File: src/verilog/ebpm_pkg.sv
// Shared constants and carrier types for the external bus pin multiplexer.
// Assumes both memory controllers run on the same system bus clock as the mux.
package ebpm_pkg;

   localparam int EBPM_ADDR_W = 26;
   localparam int EBPM_DATA_W = 32;
   localparam int EBPM_CS_W = 8;
   localparam int EBPM_WR_W = 4;
   localparam int EBPM_SDR_ADDR_W = 13;
   localparam int EBPM_BANK_W = 2;
   localparam int EBPM_CARD_W = 2;

   // Chip select lines shared with dedicated strobes
   localparam int EBPM_CS_SDRAM = 1;
   localparam int EBPM_CS_NFLASH = 3;
   localparam int EBPM_CS_CARD0 = 4;
   localparam int EBPM_CS_CARD1 = 5;
   localparam int EBPM_CS_NFLASH_OE = 6;
   localparam int EBPM_CS_NFLASH_WE = 7;

   // Byte write strobe lanes
   localparam int EBPM_WR_LOWER = 0;
   localparam int EBPM_WR_UPPER = 1;
   localparam int EBPM_WR_LANE3 = 3;

   // Reset and idle values of the pins
   localparam logic [EBPM_ADDR_W-1:0] EBPM_ADDR_IDLE = 26'h000_0000;
   localparam logic [EBPM_CS_W-1:0] EBPM_CS_IDLE = 8'hFF;
   localparam logic [EBPM_WR_W-1:0] EBPM_WR_IDLE = 4'hF;
   localparam logic [EBPM_CARD_W-1:0] EBPM_CARD_IDLE = 2'h3;
   localparam logic [EBPM_BANK_W-1:0] EBPM_BANK_IDLE = 2'h0;
   localparam logic [EBPM_DATA_W-1:0] EBPM_DATA_IDLE = 32'h0000_0000;
   localparam logic EBPM_STROBE_IDLE = 1'b1;
   localparam logic EBPM_CKE_IDLE = 1'b0;
   localparam logic EBPM_RNW_IDLE = 1'b1;

   typedef enum logic {
      EBPM_OWN_SMC = 1'b0,
      EBPM_OWN_SDR = 1'b1
   } ebpm_owner_t;

   // Static memory controller side, including card and flash glue strobes
   typedef struct packed {
      logic [EBPM_ADDR_W-1:0] addr;
      logic [EBPM_CS_W-1:0] chip_select_n;
      logic read_strobe_n;
      logic [EBPM_WR_W-1:0] byte_write_strobe_n;
      logic nflash_select_n;
      logic nflash_output_enable_n;
      logic nflash_write_enable_n;
      logic card_output_enable_n;
      logic card_write_enable_n;
      logic card_io_read_n;
      logic card_io_write_n;
      logic [EBPM_CARD_W-1:0] card_chip_enable_n;
      logic [EBPM_CARD_W-1:0] card_select_n;
      logic card_read_not_write;
      logic [EBPM_DATA_W-1:0] wdata;
      logic wdata_oe;
   } ebpm_smc_t;

   // SDRAM controller side
   typedef struct packed {
      logic [EBPM_SDR_ADDR_W-1:0] addr;
      logic [EBPM_BANK_W-1:0] bank_select;
      logic sdram_select_n;
      logic sdram_write_n;
      logic row_strobe_n;
      logic col_strobe_n;
      logic sdram_clk_en;
      logic [EBPM_WR_W-1:0] byte_mask_n;
      logic [EBPM_DATA_W-1:0] wdata;
      logic wdata_oe;
   } ebpm_sdr_t;

endpackage

File: src/verilog/ebpm_pin_mux.sv
// External bus pin multiplexer: routes the static memory controller or the
// SDRAM controller onto one shared set of pins, all outputs registered.
// Assumes owner selection and controller outputs are synchronous to sys_clk_in.
`timescale 1ns/100ps
module ebpm_pin_mux (
   // Clock and reset
   input wire logic sys_clk_in,
   input wire logic rst_n_in,
   // Controller side
   input wire ebpm_pkg::ebpm_owner_t owner_in,
   input wire ebpm_pkg::ebpm_smc_t smc_in,
   input wire ebpm_pkg::ebpm_sdr_t sdr_in,
   output logic [ebpm_pkg::EBPM_DATA_W-1:0] rdata_out,
   output logic wait_req_out,
   // Shared address and data pins
   output logic [ebpm_pkg::EBPM_ADDR_W-1:0] addr_out,
   input wire logic [ebpm_pkg::EBPM_DATA_W-1:0] data_in,
   output logic [ebpm_pkg::EBPM_DATA_W-1:0] data_out,
   output logic [ebpm_pkg::EBPM_DATA_W-1:0] data_oe_out,
   input wire logic ext_wait_n_in,
   // Static strobes and shared card or flash functions
   output logic [ebpm_pkg::EBPM_CS_W-1:0] chip_select_n_out,
   output logic read_strobe_n_out,
   output logic [ebpm_pkg::EBPM_WR_W-1:0] byte_write_strobe_n_out,
   output logic [ebpm_pkg::EBPM_CARD_W-1:0] card_chip_enable_n_out,
   // SDRAM dedicated pins
   output logic sdram_addr_ten_out,
   output logic [ebpm_pkg::EBPM_BANK_W-1:0] bank_select_out,
   output logic sdram_write_n_out,
   output logic row_strobe_n_out,
   output logic col_strobe_n_out,
   output logic sdram_clk_en_out
);
   import ebpm_pkg::*;

   logic [EBPM_ADDR_W-1:0] addr_r, addr_nxt;
   logic [EBPM_CS_W-1:0] cs_r, cs_nxt;
   logic rd_r, rd_nxt;
   logic [EBPM_WR_W-1:0] wr_r, wr_nxt;
   logic [EBPM_CARD_W-1:0] ce_r, ce_nxt;
   logic a10_r, a10_nxt;
   logic [EBPM_BANK_W-1:0] bank_r, bank_nxt;
   logic sdram_write_n_r, sdram_write_n_nxt;
   logic ras_r, ras_nxt;
   logic cas_r, cas_nxt;
   logic cke_r, cke_nxt;
   logic wait_r, wait_nxt;
   logic sdr_own;
   logic [EBPM_DATA_W-1:0] wdata_sel;
   logic wdata_oe_sel;

   // Combine two active-low functions that share one pin
   function automatic logic share_low(input logic a_n, input logic b_n);
      share_low = a_n & b_n;
   endfunction

   // Pick a strobe from its owner, resting high while the other side owns the bus
   function automatic logic own_strobe(input logic owned, input logic strobe_n);
      own_strobe = owned ? strobe_n : EBPM_STROBE_IDLE;
   endfunction

   assign sdr_own = (owner_in == EBPM_OWN_SDR);

   always_comb begin
      addr_nxt = EBPM_ADDR_IDLE;
      cs_nxt = EBPM_CS_IDLE;
      rd_nxt = EBPM_STROBE_IDLE;
      wr_nxt = EBPM_WR_IDLE;
      ce_nxt = EBPM_CARD_IDLE;
      if (sdr_own) begin
         addr_nxt[11:2] = sdr_in.addr[9:0];
         addr_nxt[14:13] = sdr_in.addr[12:11];
         // Address bits 0, 1, 12 and 25 to 15 stay at rest
         cs_nxt[EBPM_CS_SDRAM] = sdr_in.sdram_select_n;
         wr_nxt[EBPM_WR_UPPER] = sdr_in.byte_mask_n[EBPM_WR_UPPER];
         wr_nxt[EBPM_WR_LANE3] = sdr_in.byte_mask_n[EBPM_WR_LANE3];
      end else begin
         addr_nxt = smc_in.addr;
         cs_nxt = smc_in.chip_select_n;
         cs_nxt[EBPM_CS_NFLASH] = share_low(smc_in.chip_select_n[EBPM_CS_NFLASH],
            smc_in.nflash_select_n);
         cs_nxt[EBPM_CS_NFLASH_OE] = share_low(smc_in.chip_select_n[EBPM_CS_NFLASH_OE],
            smc_in.nflash_output_enable_n);
         cs_nxt[EBPM_CS_NFLASH_WE] = share_low(smc_in.chip_select_n[EBPM_CS_NFLASH_WE],
            smc_in.nflash_write_enable_n);
         cs_nxt[EBPM_CS_CARD0] = share_low(smc_in.chip_select_n[EBPM_CS_CARD0],
            smc_in.card_select_n[0]);
         cs_nxt[EBPM_CS_CARD1] = share_low(smc_in.chip_select_n[EBPM_CS_CARD1],
            smc_in.card_select_n[1]);
         rd_nxt = share_low(smc_in.read_strobe_n, smc_in.card_output_enable_n);
         wr_nxt = smc_in.byte_write_strobe_n;
         wr_nxt[EBPM_WR_LOWER] = share_low(smc_in.byte_write_strobe_n[EBPM_WR_LOWER],
            smc_in.card_write_enable_n);
         wr_nxt[EBPM_WR_UPPER] = share_low(smc_in.byte_write_strobe_n[EBPM_WR_UPPER],
            smc_in.card_io_read_n);
         wr_nxt[EBPM_WR_LANE3] = share_low(smc_in.byte_write_strobe_n[EBPM_WR_LANE3],
            smc_in.card_io_write_n);
         ce_nxt = smc_in.card_chip_enable_n;
         // Card buffer direction takes the top address line only while a card
         // slot is selected, so plain static accesses keep address bit 25
         if (!(&smc_in.card_select_n)) begin
            addr_nxt[EBPM_ADDR_W-1] = smc_in.card_read_not_write;
         end
      end
      if (!rst_n_in) begin
         addr_nxt = EBPM_ADDR_IDLE;
         cs_nxt = EBPM_CS_IDLE;
         rd_nxt = EBPM_STROBE_IDLE;
         wr_nxt = EBPM_WR_IDLE;
         ce_nxt = EBPM_CARD_IDLE;
      end
   end

   always_ff @(posedge sys_clk_in) begin
      addr_r <= addr_nxt;
      cs_r <= cs_nxt;
      rd_r <= rd_nxt;
      wr_r <= wr_nxt;
      ce_r <= ce_nxt;
   end

   // SDRAM dedicated pins; clock enable and bank stay with the SDRAM side so
   // that a self-refresh state survives while the static side owns the bus
   always_comb begin
      a10_nxt = sdr_in.addr[10];
      bank_nxt = sdr_in.bank_select;
      sdram_write_n_nxt = own_strobe(sdr_own, sdr_in.sdram_write_n);
      ras_nxt = own_strobe(sdr_own, sdr_in.row_strobe_n);
      cas_nxt = own_strobe(sdr_own, sdr_in.col_strobe_n);
      cke_nxt = sdr_in.sdram_clk_en;
      wait_nxt = ~ext_wait_n_in & ~sdr_own;
      if (!rst_n_in) begin
         a10_nxt = 1'b0;
         bank_nxt = EBPM_BANK_IDLE;
         sdram_write_n_nxt = EBPM_STROBE_IDLE;
         ras_nxt = EBPM_STROBE_IDLE;
         cas_nxt = EBPM_STROBE_IDLE;
         cke_nxt = EBPM_CKE_IDLE;
         wait_nxt = 1'b0;
      end
   end

   always_ff @(posedge sys_clk_in) begin
      a10_r <= a10_nxt;
      bank_r <= bank_nxt;
      sdram_write_n_r <= sdram_write_n_nxt;
      ras_r <= ras_nxt;
      cas_r <= cas_nxt;
      cke_r <= cke_nxt;
      wait_r <= wait_nxt;
   end

   assign wdata_sel = sdr_own ? sdr_in.wdata : smc_in.wdata;
   assign wdata_oe_sel = sdr_own ? sdr_in.wdata_oe : smc_in.wdata_oe;

   // 32 two-way data lines
   ebpm_data_pad u_data_pad (
      .sys_clk_in(sys_clk_in),
      .rst_n_in(rst_n_in),
      .wdata_in(wdata_sel),
      .wdata_oe_in(wdata_oe_sel),
      .rdata_out(rdata_out),
      .pin_in(data_in),
      .pin_out(data_out),
      .pin_oe_out(data_oe_out)
   );

   assign addr_out = addr_r;
   assign chip_select_n_out = cs_r;
   assign read_strobe_n_out = rd_r;
   assign byte_write_strobe_n_out = wr_r;
   assign card_chip_enable_n_out = ce_r;
   assign sdram_addr_ten_out = a10_r;
   assign bank_select_out = bank_r;
   assign sdram_write_n_out = sdram_write_n_r;
   assign row_strobe_n_out = ras_r;
   assign col_strobe_n_out = cas_r;
   assign sdram_clk_en_out = cke_r;
   assign wait_req_out = wait_r;
endmodule

File: src/verilog/ebpm_data_pad.sv
// Registered data bus pad stage: drive value, enable and captured input.
// Assumes the pad ring resolves the wire level from the enable.
`timescale 1ns/100ps
module ebpm_data_pad (
   // Clock and reset
   input wire logic sys_clk_in,
   input wire logic rst_n_in,
   // Core side
   input wire logic [ebpm_pkg::EBPM_DATA_W-1:0] wdata_in,
   input wire logic wdata_oe_in,
   output logic [ebpm_pkg::EBPM_DATA_W-1:0] rdata_out,
   // Pin side
   input wire logic [ebpm_pkg::EBPM_DATA_W-1:0] pin_in,
   output logic [ebpm_pkg::EBPM_DATA_W-1:0] pin_out,
   output logic [ebpm_pkg::EBPM_DATA_W-1:0] pin_oe_out
);
   import ebpm_pkg::*;

   logic [EBPM_DATA_W-1:0] dout_r, dout_nxt;
   logic [EBPM_DATA_W-1:0] oe_r, oe_nxt;
   logic [EBPM_DATA_W-1:0] din_r, din_nxt;

   // Every line keeps its own bit position in both directions
   always_comb begin
      dout_nxt = wdata_in;
      oe_nxt = {EBPM_DATA_W{wdata_oe_in}};
      din_nxt = pin_in;
      if (!rst_n_in) begin
         dout_nxt = EBPM_DATA_IDLE;
         oe_nxt = EBPM_DATA_IDLE;
         din_nxt = EBPM_DATA_IDLE;
      end
   end

   always_ff @(posedge sys_clk_in) begin
      dout_r <= dout_nxt;
      oe_r <= oe_nxt;
      din_r <= din_nxt;
   end

   assign pin_out = dout_r;
   assign pin_oe_out = oe_r;
   assign rdata_out = din_r;
endmodule

File: config.mk
export PLATFORM = sky130hd
export DESIGN_NAME = ebpm_pin_mux
export DESIGN_NICKNAME = d
export VERILOG_FILES = /design/src/verilog/ebpm_pkg.sv /design/src/verilog/ebpm_pin_mux.sv /design/src/verilog/ebpm_data_pad.sv
export SDC_FILE = /design/constraint.sdc
export NUM_CORES = 1
export LEC_CHECK = 0
export ABC_AREA = 1
export BUFFER_PORTS_ARGS = -buffer_cell sky130_fd_sc_hd__buf_2
export CORE_AREA = 3 3 124 126
export CTS_BUF_LIST = sky130_fd_sc_hd__clkbuf_8
export DETAILED_ROUTE_END_ITERATION = 10
export DIE_AREA = 0 0 127 129
export PLACE_DENSITY = 0.63
export SLEW_MARGIN = 0
export SYNTH_ARGS = -nofsm -noshare
export SYNTH_HDL_FRONTEND = slang
export SYNTH_SLANG_ARGS = --single-unit
File: constraint.sdc
create_clock -name sys_clk_in -period 1.7 [get_ports sys_clk_in]
set_input_delay 0.425 -clock sys_clk_in [delete_from_list [all_inputs] [get_ports sys_clk_in]]
set_output_delay 0.425 -clock sys_clk_in [all_outputs]
set_load 0.005 [all_outputs]
==> results of run 1 <==
## state kept, by name, indices dropped and copies added (netlist names)
name                     flops
u_data_pad.pin_out          32
u_data_pad.rdata_out        32
addr_out                    26
chip_select_n_out            8
byte_write_strobe_n_out      4
bank_select_out              2
card_chip_enable_n_out       2
col_strobe_n_out             1
read_strobe_n_out            1
row_strobe_n_out             1
sdram_addr_ten_out           1
sdram_clk_en_out             1
sdram_write_n_out            1
u_data_pad.pin_oe_out        1
wait_req_out                 1
## critical path, delay by kind of cell (launching register included)
kind | cells | cell delay [ps]
buffers and inverters | 2 | 390
flip-flops | 1 | 310
## path summary, 6_finish.rpt
kind | startpoint | to | slack (ps)
setup / recovery | u_data_pad.pin_oe_out[0] | data_oe_out[3] | 160
hold / removal | ext_wait_n_in | wait_req_out | 140
## cell usage in the layout (no fill, tap or decap), types with 3 or more instances in the layout
| cell type | count |
|---|---|
| buf_2 | 319 |
| nand2_1 | 191 |
| dfxtp_1 | 114 |
| inv_1 | 51 |
| nor2_1 | 19 |
| clkbuf_8 | 17 |
| or2_2 | 8 |
| inv_6 | 7 |
| nand3_1 | 3 |
| clkinvlp_4 | 3 |
| buf_4 | 3 |
## where the power goes
| group | switching [uW] | internal (uW) |
|---|---|---|
| clock | 1240 | 1350 |
| sequential | 33.3 | 2820 |
| combinational | 314 | 344 |
| total | 1590 | 4520 |
## cell usage after synthesis
cell,count
buf_6,4
nand2_2,1
buf_2,11
inv_2,2
nand3_1,3
nor2_4,1
buf_4,31
nor2_1,19
nand2_1,191
a21oi_1,1
dfxtp_1,114
inv_1,51
or2_2,8
## stage by stage
step | hold WS [ps] | instance area (um^2)
after floorplan | 497 | 3690
after detailed placement | 586 | 5250
after global routing | 96.5 | 5650
final | 144 | 5650
after global placement | 585 | 5250
after CTS | 105 | 5650
## routing by layer
metal | vias to the layer above | routed length (um)
met3 | 16 | 896
met2 | 147 | 5950
met5 | - | 0
met1 | 1539 | 4330
li1 | 1827 | -
met4 | 0 | 217
## cell type report
| cell class | instances | area share [%] |
|---|---|---|
| sequential | 114 | 40.4 |
| timing repair buffer | 324 | 29.3 |
| multi-input combinational | 224 | 15.5 |
| clock buffer | 17 | 4.14 |
| tap | 184 | 4.07 |
| inverter | 53 | 3.52 |
| clock inverter | 15 | 3.03 |
| antenna | 1 | 0.0443 |
## cells by family after synthesis
group,share of synthesized area [%]
compound gates,0.136
buf+inv,14.4
flops,61.9
simple gates,23.6
==> flow_summary.ini, run 1 <==
[sta]
post-route-period-util_pct = 90.9
setup_viol = 0
slew_headroom_pct = 75.2
fin_ws_ps = 155
fin_crit_ps = 1540
tightest_slew_ps = 372
fin_setup_tns_ps = 0
fmaxAchievable_ghz = 0.647
hold_viol = 0
slew_violations = 0
rsz0062_at_grt = false

[floorplan]
die_w_um = 127
fp.dieArea_mm2 = 0.0164
ios = 322
num_rows = 44
coreArea_mm2 = 0.0144
die_h_um = 129
start_util_pct = 25.6

[detailed_routing]
drt-total-wl_um = 11400
viasPerCell = 3.79
routedWlPerCell_um = 12.2
dr_total_vias = 3529
drt-initial-drc-count = 121
ant_nets = 0
drc = 0
first_pass_iters = 4

[setup_path]
path_cells = buf_4 -> buf_2
arrival_ps = 1120
crit_path_start_kind = flip-flop
critPathCaptureType = output pin
crit_path_top_delay_cell = dfxtp_1
cp.required_ps = 1270
crit_type = flip-flop to output pin
path_max_fanout = 32
max_stage_delay_ps = 310

[grt]
grt_pass1_wl_um = 16300
overflow = 0
antenna_found_initial = 1
grt_max_degree = 54
top_usage_layer = met2
grt_pass1_vias = 3249
gr-usage-met1_pct = 13.9
met2_usage_pct = 23.1
use_met3_pct = 5.27
grt_usage_pct = 13.0

[cts]
cts_buffer_depth = 2
cts_made_buffers = 17
postCtsHoldBufs = 0
ctsResizeCount = 0
cts_max_level = 4
cts_tree = done
cts_root_buf = clkbuf_8
cts_setup_buffers = 0
clkSinkCount = 114
clk_pin_slew_worst_paths_ps = 80

[final_layout]
area_growth_pct = 53.2
fin_nets = 911
final_cells = 932
regArea_mm2 = 0.00228
drive_above_1_share_pct = 49.3
utilization_pct = 39.2
multi_input_area_um2 = 876
fill_cells = 1533

[placement]
io_buffer_count = 319
place_congestion = 0.817
dp.cells = 899
place_ws_ps = 292
hpwlAfterDp_um = 8780

[synth]
yosysTopAreaCell = dfxtp_1
synth_nets = 614
seq_area_frac_synth_pct = 61.9
syn_avg_cell_area_um2 = 8.44
ys_types = 13
synth.area.top_cells = dfxtp_1 62%, nand2_1 19%, buf_4 6.3%, inv_1 5.2%, nor2_1 1.9%
synth_top_area_share_pct = 61.9
synth_warnings = 0
synth_area_mm2 = 0.00369
synth_seq_cells = 114
synth_cells = 437

[power_and_ir_drop]
peakVddDrop_uv = 539
p_leak_uw = 0.00346
powerDensity_mw_per_mm2 = 1080
power.total_uw = 6110

[worst_hold_path]
holdPathStages = 2
hp-class = input port to flip-flop

[run_status]
status = completed

[job]
maxCapViolations = 0
Note: power is estimated with default switching activity, not from simulation.
==> inputs of run 2 (changes only) <==
Settings changed: ABC_AREA 1 to unset, CORE_AREA 3 3 124 126 to 3 3 126 128, DIE_AREA 0 0 127 129 to 0 0 129 131, PLACE_DENSITY 0.63 to 0.62.
==> flow_summary.ini, run 2 <==
[run_status]
status = completed

[floorplan]
start_util_pct = 25.9
coreArea_mm2 = 0.0150
fp.dieArea_mm2 = 0.0169
die_h_um = 131
ios = 322
die_w_um = 129
num_rows = 45

[grt]
grt_max_degree = 37
grt_usage_pct = 11.5
antenna_found_initial = 0
overflow = 0
grt_pass1_vias = 2862
grt_pass1_wl_um = 14800

[final_layout]
final_common_cell = buf_2
antennaDiodeCount = 0
drive_above_1_share_pct = 55.9
final_area_mm2 = 0.00582
fin_nets = 815
layout_common_cells = 319 x buf_2, 114 x dfxtp_1, 49 x and2_1
area_growth_pct = 50.3

[power_and_ir_drop]
power.total_uw = 5960
powerDensity_mw_per_mm2 = 1020
pwr-share-clk_pct = 40.4
intPower_uw = 4580
seqPwrFrac_pct = 47.9
peakVddDrop_uv = 477
power_switching_uw = 1380
netSwitchingFraction_pct = 23.2
p_leak_uw = 0.00312
combPwrFrac_pct = 11.7

[setup_path]
arrival_ps = 1090
path_max_fanout = 32
crit_path_start_kind = flip-flop
critPathCaptureType = output pin
crit_path_top_delay_cell = dfxtp_1
crit_path_end = data_oe_out[27]
max_stage_delay_ps = 310
path_cells = buf_4 -> buf_2
cp.required_ps = 1270
crit_type = flip-flop to output pin
startpoint = u_data_pad.pin_oe_out[0]

[cts]
cts_root_buf = clkbuf_8
postCtsHoldBufs = 0
clkSinkCount = 114
cts_tree = done
cts_setup_buffers = 0
clk_pin_slew_worst_paths_ps = 60
cts_max_level = 4
cts_buffer_depth = 2
cts_made_buffers = 17
ctsResizeCount = 0

[detailed_routing]
first_pass_iters = 4
drt-initial-drc-count = 62
viasPerCell = 3.85
routedWlPerCell_um = 12.5
dr_total_vias = 3221
drt-total-wl_um = 10400
drc = 0
ant_nets = 0

[sta]
hold_slack_ps = 170
fin_crit_ps = 1520
slew_violations = 0
fin_ws_ps = 181
rsz0062_at_grt = false
slew_headroom_pct = 68.9
tightest_slew_ps = 466
setup_viol = 0
hold_viol = 0
post-route-period-util_pct = 89.3
fmaxAchievable_ghz = 0.659
fin_setup_tns_ps = 0

[synth]
asyncSetResetFlopFracSynth_pct = 0
synth_cells = 338
seq_area_frac_synth_pct = 58.9
synth.area.top_cells = dfxtp_1 59%, mux2i_1 12%, and2_1 7.9%, nor2b_1 7.3%, buf_4 6.4%
syn_avg_cell_area_um2 = 11.5
yosysTopAreaCell = dfxtp_1
netlist_top_cells_count = 114 x dfxtp_1, 49 x and2_1, 46 x mux2i_1, 45 x nor2b_1, 33 x buf_4
ys_types = 19
yosysMostFrequentCell = dfxtp_1
synth_area_mm2 = 0.00387
synth_top_area_share_pct = 58.9
synth_nets = 515
synth_seq_cells = 114
synth_warnings = 0
ys.flop_type = dfxtp_1
synth_edf_count = 0

[placement]
place_congestion = 0.715
io_buffer_count = 319
hpwlAfterDp_um = 8280
placed_cell_area_mm2 = 0.00545
place_ws_ps = 259

[worst_hold_path]
hp-class = input port to flip-flop
hp-start = ext_wait_n_in

[job]
maxCapViolations = 0
## run 2: cell types whose count changed in the layout (fill, tap and decap cells not counted), moves of 3 or more
cell	delta
nand2b_1	+6
nor2_1	-18
buf_4	+5
nor2b_1	+45
and2_1	+49
clkinv_2	+3
mux2i_1	+46
inv_1	-50
or2_2	-5
nand2_1	-171
inv_6	-7
## run 2: how the worst min path moves through the flow
stage	end	slack (ps)	depth (start not counted)
after floorplan	wait_req_out	500	1
after global placement	wait_req_out	580	2
after detailed placement	wait_req_out	580	2
after CTS	wait_req_out	130	2
after global routing	wait_req_out	140	2
final	wait_req_out	170	2
## run 2: stage by stage
step	cells	util (%)
2_1_floorplan	338	-
3_3_place_gp	807	36.4
3_5_place_dp	807	36.4
4_1_cts	837	38.9
5_1_grt	837	38.9
6_report	837	38.9
## run 2: per-layer routing
metal	vias up	routed length (um)	global-route usage (%)
met5	-	0	0
met4	0	143	4.14
met3	11	974	5.16
met2	167	5430	19.5
met1	1410	3890	12.6
li1	1633	-	-
## run 2: cell families (layout without fill, tap and decap cells)
logic type      after synthesis  in the layout  synth area share, %
buf+inv                      48            359                 9.27
flops                       114            114                 58.9
compound gates                4              4                0.775
mux                          46             46                 11.9
simple gates                126            126                 19.2
## run 2: layout make-up
class                      instances  area, um^2
clock buffer                      19         262
tap                              188         235
timing repair buffer             329        1700
multi-input combinational        176        1230
clock inverter                    11         115
fill                            1560        9150
sequential                       114        2280
## run 2: worst max-delay path, delay by kind of cell, from the launching register on
| family | cells | cell delay [ps] |
|---|---|---|
| flops | 1 | 310 |
| buf+inv | 2 | 380 |
## run 2: power groups by stage
stage               Clock, uW  Sequential (uW)  Combinational [uW]
finish                   2410             2850                 696
floorplan                   0             2950                 305
global placement            0             2910                 710
CTS                      2510             2850                 714
detailed placement          0             2910                 713
global route             2630             2870                 783
